==> config.mk <==
export PLATFORM = sky130hd
export DESIGN_NAME = uic_top
export DESIGN_NICKNAME = d
export VERILOG_FILES = /design/src/uic_pkg.sv /design/src/uic_fifo.sv /design/src/uic_rx_timeout.sv /design/src/uic_top.sv
export SDC_FILE = /design/constraint.sdc
export NUM_CORES = 1
export LEC_CHECK = 0
export BUFFER_PORTS_ARGS = -buffer_cell sky130_fd_sc_hd__buf_2
export CORE_MARGIN = 1
export CORE_UTILIZATION = 38
export CTS_CLUSTER_DIAMETER = 200
export CTS_CLUSTER_SIZE = 20
export DETAILED_ROUTE_END_ITERATION = 8
export GPL_TIMING_DRIVEN = 1
export PLACE_DENSITY = 0.53
export SYNTH_ARGS = -nofsm -noshare
export SYNTH_HDL_FRONTEND = slang
export SYNTH_HIERARCHICAL = 1
export SYNTH_SLANG_ARGS = --single-unit
==> constraint.sdc <==
create_clock -name I_CORE_CLK -period 3.4 [get_ports I_CORE_CLK]
set_input_delay 0.68 -clock I_CORE_CLK [delete_from_list [all_inputs] [get_ports I_CORE_CLK]]
set_output_delay 0.68 -clock I_CORE_CLK [all_outputs]
set_load 0.03 [all_outputs]
==> src/uic_pkg.sv <==
package uic_pkg;

  // ----------------------------------------------------------------
  // Sizes and timing
  // ----------------------------------------------------------------
  localparam int FIFO_DEPTH = 16;
  localparam int OVERSAMPLE = 16;
  localparam int TO_CHARS = 4;
  localparam int TO_EXTRA_BITS = 12;
  localparam int TO_BITS_W = 7;
  // Start bit, five data bits and one stop bit
  localparam logic [6:0] CHAR_BASE_BITS = 7'h07;

  // ----------------------------------------------------------------
  // Register offsets on the three address lines
  // ----------------------------------------------------------------
  localparam logic [2:0] OFF_DATA = 3'h0;
  localparam logic [2:0] OFF_MASK = 3'h1;
  localparam logic [2:0] OFF_SRC = 3'h2;
  localparam logic [2:0] OFF_FMT = 3'h3;
  localparam logic [2:0] OFF_LSR = 3'h5;
  localparam logic [2:0] OFF_MSR = 3'h6;

  // ----------------------------------------------------------------
  // Field positions
  // ----------------------------------------------------------------
  localparam int FMT_DLAB = 7;
  localparam int FMT_PAR_EN = 3;
  localparam int FMT_STOP = 2;
  localparam int FCR_EN = 0;
  localparam int FCR_RX_RST = 1;
  localparam int FCR_TX_RST = 2;
  localparam int FCR_DMA = 3;
  localparam int FCR_TRIG = 6;
  localparam int MASK_RX = 0;
  localparam int MASK_TX = 1;
  localparam int MASK_LINE = 2;
  localparam int MASK_MODEM = 3;
  // Receive entry: data, then parity, framing and break tags
  localparam int RXE_PAR = 8;
  localparam int RX_W = 11;

  // ----------------------------------------------------------------
  // Interrupt source codes and trigger levels
  // ----------------------------------------------------------------
  localparam logic [3:0] SRC_LINE = 4'h6;
  localparam logic [3:0] SRC_TIMEOUT = 4'hc;
  localparam logic [3:0] SRC_RX = 4'h4;
  localparam logic [3:0] SRC_TX = 4'h2;
  localparam logic [3:0] SRC_MODEM = 4'h0;
  localparam logic [3:0] SRC_NONE = 4'h1;
  localparam logic [4:0] TRIG_1 = 5'h01;
  localparam logic [4:0] TRIG_4 = 5'h04;
  localparam logic [4:0] TRIG_8 = 5'h08;
  localparam logic [4:0] TRIG_14 = 5'h0e;

  // ----------------------------------------------------------------
  // Reset values
  // ----------------------------------------------------------------
  localparam logic [3:0] MASK_RST = 4'h0;
  localparam logic [7:0] FMT_RST = 8'h00;
  localparam logic [7:0] FCR_RST = 8'h00;
  localparam logic [15:0] DIV_ONE = 16'h0001;
  localparam logic [15:0] DIV_RST = DIV_ONE;

endpackage : uic_pkg

==> src/uic_fifo.sv <==
`timescale 1ns/1ps
module uic_fifo #(
  parameter int W = 8,
  parameter int DEPTH = 16,
  parameter int CW = $clog2(DEPTH + 1)
) (
  // Clock and reset
  input wire logic i_clk,
  input wire logic i_rst,
  // Control
  input wire logic i_flush,
  input wire logic i_push,
  input wire logic [W-1:0] i_data,
  input wire logic i_pop,
  // State
  output logic [W-1:0] o_head,
  output logic [CW-1:0] o_count
);
  // Pointers wrap naturally, so DEPTH must be a power of two
  localparam int AW = $clog2(DEPTH);

  logic [W-1:0] mem_q [DEPTH];
  logic [AW-1:0] wr_q;
  logic [AW-1:0] rd_q;
  logic [CW-1:0] cnt_q;
  wire logic do_push = i_push && (cnt_q != CW'(DEPTH));
  wire logic do_pop = i_pop && (cnt_q != '0);

  always_ff @(posedge i_clk) begin
    if (do_push) mem_q[wr_q] <= i_data;
  end

  // Flush touches pointers and level only, never the stored words
  always_ff @(posedge i_clk) begin
    if (i_rst || i_flush) begin
      wr_q <= '0;
      rd_q <= '0;
      cnt_q <= '0;
    end else begin
      if (do_push) wr_q <= wr_q + 1'b1;
      if (do_pop) rd_q <= rd_q + 1'b1;
      if (do_push && !do_pop) cnt_q <= cnt_q + 1'b1;
      else if (do_pop && !do_push) cnt_q <= cnt_q - 1'b1;
    end
  end

  assign o_head = mem_q[rd_q];
  assign o_count = cnt_q;

endmodule : uic_fifo

==> src/uic_rx_timeout.sv <==
`timescale 1ns/1ps
module uic_rx_timeout #(
  parameter int OS = 16,
  parameter int BW = 7
) (
  // Clock and reset
  input wire logic i_clk,
  input wire logic i_rst,
  // Control
  input wire logic i_tick,
  input wire logic i_run,
  input wire logic i_restart,
  input wire logic [BW-1:0] i_limit,
  // Expiry pulse
  output logic o_fire
);
  localparam int SW = $clog2(OS);
  localparam logic [SW-1:0] SUB_MAX = SW'(OS - 1);

  logic [SW-1:0] sub_q;
  logic [BW-1:0] bits_q;
  logic done_q;
  logic fire_q;
  wire logic bit_end = i_tick && !done_q && (sub_q == SUB_MAX);
  wire logic at_limit = bit_end && (bits_q + 1'b1 == i_limit);

  // Fires once per idle gap; needs a restart or a low i_run to arm again
  always_ff @(posedge i_clk) begin
    if (i_rst || i_restart || !i_run) begin
      sub_q <= '0;
      bits_q <= '0;
      done_q <= 1'b0;
      fire_q <= 1'b0;
    end else begin
      if (i_tick && !done_q) sub_q <= sub_q + 1'b1;
      if (bit_end) bits_q <= bits_q + 1'b1;
      if (at_limit) done_q <= 1'b1;
      fire_q <= at_limit;
    end
  end

  assign o_fire = fire_q;

endmodule : uic_rx_timeout

==> src/uic_top.sv <==
`timescale 1ns/1ps
module uic_top #(
  parameter int DEPTH = uic_pkg::FIFO_DEPTH
) (
  // Clock and reset
  input wire logic I_CORE_CLK,
  input wire logic I_SRST,
  // Host register port
  input wire logic [2:0] I_ADDR,
  input wire logic I_WR,
  input wire logic I_RD,
  input wire logic [7:0] I_WDATA,
  output logic [7:0] O_RDATA,
  // Receive shifter
  input wire logic I_RX_VALID,
  input wire logic [7:0] I_RX_DATA,
  input wire logic I_RX_PAR_ERR,
  input wire logic I_RX_FRM_ERR,
  input wire logic I_RX_BREAK,
  // Transmit shifter
  output logic O_TX_VALID,
  output logic [7:0] O_TX_DATA,
  input wire logic I_TX_TAKE,
  input wire logic I_TX_SHIFT_BUSY,
  // Modem status
  input wire logic [3:0] I_MODEM_DELTA,
  input wire logic [3:0] I_MODEM_LINES,
  output logic O_MODEM_STATUS_READ,
  // Line side controls
  output logic O_BAUD_TICK,
  output logic [7:0] O_LINE_FORMAT,
  // Interrupt and DMA requests
  output logic O_INT,
  output logic O_TX_DMA_REQUEST_N,
  output logic O_RX_DMA_REQUEST_N
);
  localparam int CW = $clog2(DEPTH + 1);
  localparam int RW = uic_pkg::RX_W;
  localparam int PE = uic_pkg::RXE_PAR;

  logic [7:0] fmt_q;
  logic [15:0] div_q;
  logic [15:0] baud_cnt_q;
  logic baud_tick_q;
  logic [3:0] mask_q;
  logic fifo_en_q;
  logic dma_q;
  logic [1:0] trig_q;
  logic [CW-1:0] trig_lvl;
  logic oe_q;
  logic [2:0] err_q;
  logic [CW-1:0] err_cnt_q;
  logic thr_int_q;
  logic tx_empty_q;
  logic to_int_q;
  logic [3:0] isr_code;
  logic [7:0] rd_val;
  logic [7:0] rdata_q;
  logic [RW-1:0] rx_head;
  logic [CW-1:0] rx_cnt;
  logic [7:0] tx_head;
  logic [CW-1:0] tx_cnt;
  logic to_fire;
  logic [7:0] line_status;

  // ----------------------------------------------------------------
  // Address decode
  // ----------------------------------------------------------------
  wire logic dlab = fmt_q[uic_pkg::FMT_DLAB];
  wire logic a_data = I_ADDR == uic_pkg::OFF_DATA;
  wire logic a_mask = I_ADDR == uic_pkg::OFF_MASK;
  wire logic a_src = I_ADDR == uic_pkg::OFF_SRC;
  wire logic wr_data = I_WR && a_data && !dlab;
  wire logic rd_data = I_RD && a_data && !dlab;
  wire logic wr_dll = I_WR && a_data && dlab;
  wire logic wr_dlm = I_WR && a_mask && dlab;
  wire logic wr_mask = I_WR && a_mask && !dlab;
  wire logic wr_fcr = I_WR && a_src && !dlab;
  wire logic rd_isr = I_RD && a_src && !dlab;
  wire logic wr_fmt = I_WR && (I_ADDR == uic_pkg::OFF_FMT);
  wire logic rd_lsr = I_RD && (I_ADDR == uic_pkg::OFF_LSR);
  wire logic rd_msr = I_RD && (I_ADDR == uic_pkg::OFF_MSR);

  // ----------------------------------------------------------------
  // Line format, divisor and baud counter
  // ----------------------------------------------------------------
  always_ff @(posedge I_CORE_CLK) begin
    if (I_SRST) fmt_q <= uic_pkg::FMT_RST;
    else if (wr_fmt) fmt_q <= I_WDATA;
  end

  always_ff @(posedge I_CORE_CLK) begin
    if (I_SRST) begin
      div_q <= uic_pkg::DIV_RST;
    end else begin
      if (wr_dll) div_q[7:0] <= I_WDATA;
      if (wr_dlm) div_q[15:8] <= I_WDATA;
    end
  end

  // A zero divisor parks the counter rather than dividing by 65536
  always_ff @(posedge I_CORE_CLK) begin
    if (I_SRST || div_q == '0) begin
      baud_cnt_q <= '0;
      baud_tick_q <= 1'b0;
    end else if (baud_cnt_q <= uic_pkg::DIV_ONE) begin
      baud_cnt_q <= div_q;
      baud_tick_q <= 1'b1;
    end else begin
      baud_cnt_q <= baud_cnt_q - 1'b1;
      baud_tick_q <= 1'b0;
    end
  end

  // ----------------------------------------------------------------
  // Interrupt mask and FIFO setup
  // ----------------------------------------------------------------
  always_ff @(posedge I_CORE_CLK) begin
    if (I_SRST) mask_q <= uic_pkg::MASK_RST;
    else if (wr_mask) mask_q <= I_WDATA[3:0];
  end

  always_ff @(posedge I_CORE_CLK) begin
    if (I_SRST) begin
      fifo_en_q <= uic_pkg::FCR_RST[uic_pkg::FCR_EN];
      dma_q <= uic_pkg::FCR_RST[uic_pkg::FCR_DMA];
      trig_q <= uic_pkg::FCR_RST[uic_pkg::FCR_TRIG +: 2];
    end else if (wr_fcr) begin
      fifo_en_q <= I_WDATA[uic_pkg::FCR_EN];
      if (I_WDATA[uic_pkg::FCR_EN]) begin
        dma_q <= I_WDATA[uic_pkg::FCR_DMA];
        trig_q <= I_WDATA[uic_pkg::FCR_TRIG +: 2];
      end
    end
  end

  // Switching FIFO mode flushes both queues so no stale level survives
  wire logic fcr_on = wr_fcr && I_WDATA[uic_pkg::FCR_EN];
  wire logic en_change = wr_fcr && (I_WDATA[uic_pkg::FCR_EN] != fifo_en_q);
  wire logic rx_flush = en_change
    || (fcr_on && I_WDATA[uic_pkg::FCR_RX_RST]);
  wire logic tx_flush = en_change
    || (fcr_on && I_WDATA[uic_pkg::FCR_TX_RST]);

  always_comb begin
    case (trig_q)
      2'h0: trig_lvl = CW'(uic_pkg::TRIG_1);
      2'h1: trig_lvl = CW'(uic_pkg::TRIG_4);
      2'h2: trig_lvl = CW'(uic_pkg::TRIG_8);
      default: trig_lvl = CW'(uic_pkg::TRIG_14);
    endcase
    if (!fifo_en_q) trig_lvl = CW'(uic_pkg::TRIG_1);
  end

  // ----------------------------------------------------------------
  // Receive path
  // ----------------------------------------------------------------
  // Outside FIFO mode the queue holds a single character
  wire logic rx_has = rx_cnt != '0;
  wire logic rx_full = fifo_en_q ? (rx_cnt == CW'(DEPTH)) : rx_has;
  wire logic rx_push = I_RX_VALID && !rx_full;
  wire logic rx_over = I_RX_VALID && rx_full;
  wire logic rx_pop = rd_data && rx_has;
  wire logic rx_hit = rx_cnt >= trig_lvl;
  wire logic [2:0] in_err = {I_RX_BREAK, I_RX_FRM_ERR, I_RX_PAR_ERR};
  wire logic push_err = rx_push && (in_err != '0);
  wire logic pop_err = rx_pop && (rx_head[PE +: 3] != '0);

  uic_fifo #(
    .W(RW),
    .DEPTH(DEPTH),
    .CW(CW)
  ) u_rx_fifo (
    .i_clk(I_CORE_CLK),
    .i_rst(I_SRST),
    .i_flush(rx_flush),
    .i_push(rx_push),
    .i_data({in_err, I_RX_DATA}),
    .i_pop(rx_pop),
    .o_head(rx_head),
    .o_count(rx_cnt)
  );

  // Count of tagged entries so the global error flag needs no scan
  always_ff @(posedge I_CORE_CLK) begin
    if (I_SRST || rx_flush) err_cnt_q <= '0;
    else if (push_err && !pop_err) err_cnt_q <= err_cnt_q + 1'b1;
    else if (pop_err && !push_err) err_cnt_q <= err_cnt_q - 1'b1;
  end

  // Sticky line errors; a new event in the clearing cycle is kept
  always_ff @(posedge I_CORE_CLK) begin
    if (I_SRST) begin
      oe_q <= 1'b0;
      err_q <= '0;
    end else begin
      if (rx_over) oe_q <= 1'b1;
      else if (rd_lsr) oe_q <= 1'b0;
      if (pop_err) err_q <= err_q | rx_head[PE +: 3];
      else if (rd_lsr) err_q <= '0;
    end
  end

  // ----------------------------------------------------------------
  // Receive time-out
  // ----------------------------------------------------------------
  wire logic [6:0] char_bits = uic_pkg::CHAR_BASE_BITS + 7'(fmt_q[1:0])
    + 7'(fmt_q[uic_pkg::FMT_PAR_EN]) + 7'(fmt_q[uic_pkg::FMT_STOP]);
  wire logic [6:0] to_bits = 7'(uic_pkg::TO_CHARS * char_bits
    + uic_pkg::TO_EXTRA_BITS);

  uic_rx_timeout #(
    .OS(uic_pkg::OVERSAMPLE),
    .BW(uic_pkg::TO_BITS_W)
  ) u_rx_timeout (
    .i_clk(I_CORE_CLK),
    .i_rst(I_SRST),
    .i_tick(baud_tick_q),
    .i_run(fifo_en_q && rx_has),
    .i_restart(rx_push || rx_pop),
    .i_limit(to_bits),
    .o_fire(to_fire)
  );

  always_ff @(posedge I_CORE_CLK) begin
    if (I_SRST) to_int_q <= 1'b0;
    else if (to_fire) to_int_q <= 1'b1;
    else if (rd_data) to_int_q <= 1'b0;
  end

  // ----------------------------------------------------------------
  // Transmit path
  // ----------------------------------------------------------------
  wire logic tx_empty = tx_cnt == '0;
  wire logic tx_full = fifo_en_q ? (tx_cnt == CW'(DEPTH)) : !tx_empty;

  uic_fifo #(
    .W(8),
    .DEPTH(DEPTH),
    .CW(CW)
  ) u_tx_fifo (
    .i_clk(I_CORE_CLK),
    .i_rst(I_SRST),
    .i_flush(tx_flush),
    .i_push(wr_data && !tx_full),
    .i_data(I_WDATA),
    .i_pop(I_TX_TAKE),
    .o_head(tx_head),
    .o_count(tx_cnt)
  );

  always_ff @(posedge I_CORE_CLK) begin
    if (I_SRST) tx_empty_q <= 1'b1;
    else tx_empty_q <= tx_empty;
  end

  // Enabling the mask while already empty also arms the interrupt
  wire logic thr_set = (tx_empty && !tx_empty_q)
    || (wr_mask && I_WDATA[uic_pkg::MASK_TX]
        && !mask_q[uic_pkg::MASK_TX] && tx_empty);
  wire logic thr_clr = wr_data
    || (rd_isr && isr_code == uic_pkg::SRC_TX);

  always_ff @(posedge I_CORE_CLK) begin
    if (I_SRST) thr_int_q <= 1'b0;
    else if (thr_set) thr_int_q <= 1'b1;
    else if (thr_clr) thr_int_q <= 1'b0;
  end

  // ----------------------------------------------------------------
  // Interrupt priority
  // ----------------------------------------------------------------
  wire logic line_pend = mask_q[uic_pkg::MASK_LINE] && (oe_q || err_q != '0);
  wire logic to_pend = mask_q[uic_pkg::MASK_RX] && to_int_q;
  wire logic rx_pend = mask_q[uic_pkg::MASK_RX] && rx_hit;
  wire logic tx_pend = mask_q[uic_pkg::MASK_TX] && thr_int_q;
  wire logic ms_pend = mask_q[uic_pkg::MASK_MODEM]
    && (I_MODEM_DELTA != '0);

  always_comb begin
    if (line_pend) isr_code = uic_pkg::SRC_LINE;
    else if (to_pend) isr_code = uic_pkg::SRC_TIMEOUT;
    else if (rx_pend) isr_code = uic_pkg::SRC_RX;
    else if (tx_pend) isr_code = uic_pkg::SRC_TX;
    else if (ms_pend) isr_code = uic_pkg::SRC_MODEM;
    else isr_code = uic_pkg::SRC_NONE;
  end

  // ----------------------------------------------------------------
  // Read side
  // ----------------------------------------------------------------
  wire logic [2:0] head_err = rx_has ? rx_head[PE +: 3] : '0;
  assign line_status = {err_cnt_q != '0, tx_empty && !I_TX_SHIFT_BUSY, tx_empty,
    err_q | head_err, oe_q, rx_has};

  always_comb begin
    rd_val = '0;
    case (I_ADDR)
      uic_pkg::OFF_DATA: rd_val = dlab ? div_q[7:0] : rx_head[PE-1:0];
      uic_pkg::OFF_MASK: rd_val = dlab ? div_q[15:8] : {4'h0, mask_q};
      uic_pkg::OFF_SRC: rd_val = dlab ? 8'h00
        : {{2{fifo_en_q}}, 2'h0, isr_code};
      uic_pkg::OFF_FMT: rd_val = fmt_q;
      uic_pkg::OFF_LSR: rd_val = line_status;
      uic_pkg::OFF_MSR: rd_val = {I_MODEM_LINES, I_MODEM_DELTA};
      default: rd_val = '0;
    endcase
  end

  always_ff @(posedge I_CORE_CLK) begin
    if (I_SRST) rdata_q <= '0;
    else if (I_RD) rdata_q <= rd_val;
  end

  // ----------------------------------------------------------------
  // Outputs
  // ----------------------------------------------------------------
  assign O_RDATA = rdata_q;
  assign O_TX_VALID = !tx_empty;
  assign O_TX_DATA = tx_head;
  assign O_MODEM_STATUS_READ = rd_msr;
  assign O_BAUD_TICK = baud_tick_q;
  assign O_LINE_FORMAT = fmt_q;
  assign O_INT = isr_code != uic_pkg::SRC_NONE;
  assign O_RX_DMA_REQUEST_N = dma_q ? !(rx_hit || to_int_q)
    : !rx_has;
  assign O_TX_DMA_REQUEST_N = dma_q ? tx_full : !tx_empty;
endmodule : uic_top

==> results.md <==
Clock network:
- The CTS tree is yes.
- The clock network latency to the later pin of the worst-skew pair is 0.55 ns.
- Clock-pin slew was measured on the worst setup and hold paths at 0.09 ns.
- The number of buffers inserted by hold repair at cts is 0.
- The buffer type at the clock tree root is sky130_fd_sc_hd__clkbuf_16.
- The worst-case clock buffer depth is 3.
- Buffers inserted during clock tree synthesis total 24.
- For this design, the sink count on the clock tree is 420.
- In this run the number of H-tree levels came out at 1.

Synth:
- The fraction of synthesis flops using an asynchronous set or reset pin is 0%.
- The most used flip-flop cell after synthesis is sky130_fd_sc_hd__edfxtp_1.
- Synthesis produced a netlist whose cell count is 1240.
- Yosys mapped the design onto 84 distinct sky130hd cell types.
- After synthesis the cells add up to 18000 sq um.
- Counting flops and latches in the post-synthesis netlist gives 420.
- The count of flip-flops with a built-in enable after synthesis is 304.
- Each instance of the synthesized netlist takes up on average 14.5 sq um.
- The fraction of the yosys area taken by sequential cells is 63.5%.
- During synthesis, Yosys emitted a total of 6 warnings.

Routing:
- After detailed routing, the average wire length per cell comes to 20.9 microns.
- The number of DRC markers after the initial detailed-route iteration is 794.
- The DRC violation count after routing is 6.
- The number of nets still failing antenna checks after routing is 0.
- The iteration count of the initial detailed-routing pass is 6.
- The total number of vias is 10500.
- The via density per instance is 5.29.
- The final layout contains routed wiring with a total length of 41300 microns.

STA:
- The final worst clock skew is 0.0170 ns.
- The final count of pins violating max slew is 0.
- The sum of negative setup slack is 0 ns.
- The pin slew with the least headroom to its limit is 0.652 ns.
- The final critical-path required period is 3.28 ns.
- In this run the tightest slew margin relative to its limit is 56.5%.
- Derived from the worst setup path, the maximum achievable clock frequency is 305 MHz.
- The final setup violation count is 0.
- The final hold violation count is 0.
- Setup repair after global routing could not meet its margin everywhere.
- The worst path uses 96.5% of the clock period.
- The worst setup slack after layout is 0.119 ns.

Power:
- The proportion of power drawn by combinational gates is 24.4%.
- Overall power consumption after layout is estimated at 0.0119 W.
- In this run, the clock network consumes 25.2% of the power.
- Across the VDD grid, the largest voltage drop is 0.452 mV.
- The switching power summed over all nets is 0.00348 W.
- In this run the power density over the cells is 587 nW/um^2.
- The analysis attributes to cell leakage a power of 7.03 nW.
- Cell internal power was estimated by the tool at 0.00838 W.
- Of the total power, the share spent switching nets is 29.4%.
- The proportion of power drawn by flip-flops and latches is 50.4%.

GRT:
- The maximum number of pins on one net before global-route repair is 33.
- After global routing the overflow that remains totals 0.
- The initial antenna violation count was 2.
- The first global-routing pass estimated 63500 microns of wire.
- The number of global-route vias before repair is 10200.
- Global routing used 17.4% of the available tracks across all layers.

Die:
- The y dimension of the die is 220 microns.
- The floorplan has 79 rows.
- In this run the count of I/O pins placed on the die edge is 67.
- The core region is 46700 sq um.
- Once the floorplan was initialized, standard cells occupied 38.7% of the core.
- Measured along the x axis, the die boundary spans 220 microns.
- The die covers 48300 sq um.

Run:
- The max-cap check violation count is 0.

Placed design:
- In this run the tool buffered the top-level ports with 66 buffer cells.
- The congestion estimate from routability-driven global placement came to 0.852.
- Prior to clock tree synthesis, the placed netlist has a worst setup slack of -0.0256 ns.
- In this run the cell area measured after placement is 19400 sq um.
- The HPWL after detailed placement is 28400 microns.

Setup path:
- The kind of start point of the critical path is a flop.
- The data required time at the worst endpoint is 3.88 ns.
- The endpoint arrival time on the critical path is 3.76 ns.
- Along the worst path, the maximum fanout reaches 6.
- STA classifies the critical path endpoint as a flop.
- The category of the most critical setup path is reg2reg.

Layout:
- The area growth from synthesis to layout is 12.0%.
- The antenna cell count is 0.
- The finished layout cell area is 20200 sq um.
- Of the cells placed in the final design, the portion with a size suffix greater than 1 is 21.8%.
- The number of nets in the layout is 1430.
- The filler cell count is 4223.

Run status:
- The flow ran to the end, but the final reports show violations.
- The checks that failed: DRC.

Hold path:
- The class of the worst hold path is in2reg.
[metrics by stage]
stage / std cells / hold WS, ns / utilization [%]
global placement: 1932 / 0.458 / 41.7
floorplan: 1241 / 0.413 / -
finish: 1978 / 0.424 / 43.3
CTS: 1975 / 0.405 / 43.2
global route: 1978 / 0.419 / 43.3
detailed placement: 1932 / 0.447 / 41.7
[worst paths after layout]
check                                  from                        end  slack (ns)  cells after the start
min                              I_RX_VALID          oe_q$_SDFFE_PP0P_        0.42                      3
min reg2reg  u_rx_timeout/o_fire$_SDFF_PP0_      to_int_q$_SDFFE_PP0P_        0.48                      2
max reg2reg                            flop  err_cnt_q[4]$_SDFFE_PP0P_        0.12                     13
max                                    flop  err_cnt_q[4]$_SDFFE_PP0P_        0.12                     13
[power by group through the flow]
stage	registers [W]	clock network (W)	logic, W
6_report	0.00598	0.00299	0.00290
5_1_grt	0.00602	0.00326	0.00320
4_1_cts	0.00598	0.00309	0.00292
3_5_place_dp	0.00610	0	0.00291
3_3_place_gp	0.00610	0	0.00289
2_1_floorplan	0.00607	0	0.00215
[kinds of logic (layout without fill, tap and decap cells)]
group	Yosys count	after routing	synth area share, %
and+or+nand+nor	335	335	9.15
adders and majority gates	39	39	2.87
buffers and inverters	90	220	2.64
DFF	420	420	63.5
other	1	2	0.0208
AOI/OAI and AO/OA	182	182	7.33
muxes	121	121	12.0
xor gates and xnor gates	52	52	2.52
[layer usage]
| layer | vias to the layer above | global-route usage (%) | routed length (microns) |
|---|---|---|---|
| li1 | 4967 | - | - |
| met1 | 5262 | 24.4 | 19200 |
| met2 | 174 | 28.8 | 20000 |
| met3 | 52 | 2.07 | 1280 |
| met4 | 2 | 3.54 | 702 |
| met5 | - | 0 | 13 |
[critical path: stages (launching register included)]
cell                      delay [ns]
sky130_fd_sc_hd__dfxtp_4        0.43
sky130_fd_sc_hd__buf_12         0.14
sky130_fd_sc_hd__mux4_2         0.51
sky130_fd_sc_hd__a22oi_2        0.28
sky130_fd_sc_hd__nand2_1        0.12
sky130_fd_sc_hd__o31ai_2        0.23
sky130_fd_sc_hd__ha_1           0.19
sky130_fd_sc_hd__inv_1          0.09
sky130_fd_sc_hd__fa_2           0.36
sky130_fd_sc_hd__a21o_1         0.17
sky130_fd_sc_hd__a21oi_1        0.17
sky130_fd_sc_hd__xnor2_1        0.09
sky130_fd_sc_hd__or3_1          0.30
sky130_fd_sc_hd__a21oi_1        0.14
[Yosys cell counts (25+ instances only)]
cell type,count,area share [%]
sky130_fd_sc_hd__edfxtp_1,304,51
sky130_fd_sc_hd__nor2_1,124,2.6
sky130_fd_sc_hd__dfxtp_1,116,13
sky130_fd_sc_hd__nand2_1,79,1.6
sky130_fd_sc_hd__mux4_2,76,9.5
sky130_fd_sc_hd__a21oi_1,45,1.2
sky130_fd_sc_hd__mux2i_1,45,2.5
sky130_fd_sc_hd__a22oi_1,43,1.8
sky130_fd_sc_hd__xor2_1,37,1.8
sky130_fd_sc_hd__ha_1,35,2.4
sky130_fd_sc_hd__clkbuf_1,31,0.65
sky130_fd_sc_hd__inv_1,25,0.52
[layout by cell type, fill, tap and decap left out, drive strengths merged, types with 37 or more instances in the layout]
| master | instances |
|---|---|
| mux2i | 45 |
| a22oi | 43 |
| buf | 152 |
| mux4 | 76 |
| nor2 | 125 |
| nand2 | 80 |
| clkbuf | 43 |
| edfxtp | 304 |
| dfxtp | 116 |
| a21oi | 45 |
| xor2 | 37 |
[sequential cells by signal (all words and copies together) (netlist names), 7 cells and up, named ones only]
name	flops
O_LINE_FORMAT	8
O_RDATA	8
baud_cnt_q	16
div_q	16
u_rx_fifo/mem_q	176
u_rx_timeout/bits_q	7
u_tx_fifo/mem_q	128
[cell type report]
| cell class | count | area, sq um | share of cell area (%) |
|---|---|---|---|
| multi-input combinational | 731 | 6150 | 30.5 |
| inverter | 25 | 93.8 | 0.465 |
| timing repair buffer | 152 | 1040 | 5.14 |
| tap | 607 | 759 | 3.76 |
| clock buffer | 43 | 693 | 3.43 |
| sequential | 420 | 11500 | 56.7 |
[what timing repair did]
| item | in CTS | in global routing |
|---|---|---|
| gates resized for setup | 1 | 4 |
| setup endpoints to repair | 1 | 3 |
| buffers inserted | 0 | 3 |
| gates cloned | 0 | 0 |
| pin swaps | 0 | 1 |
Power figures use the tool's default switching activity.
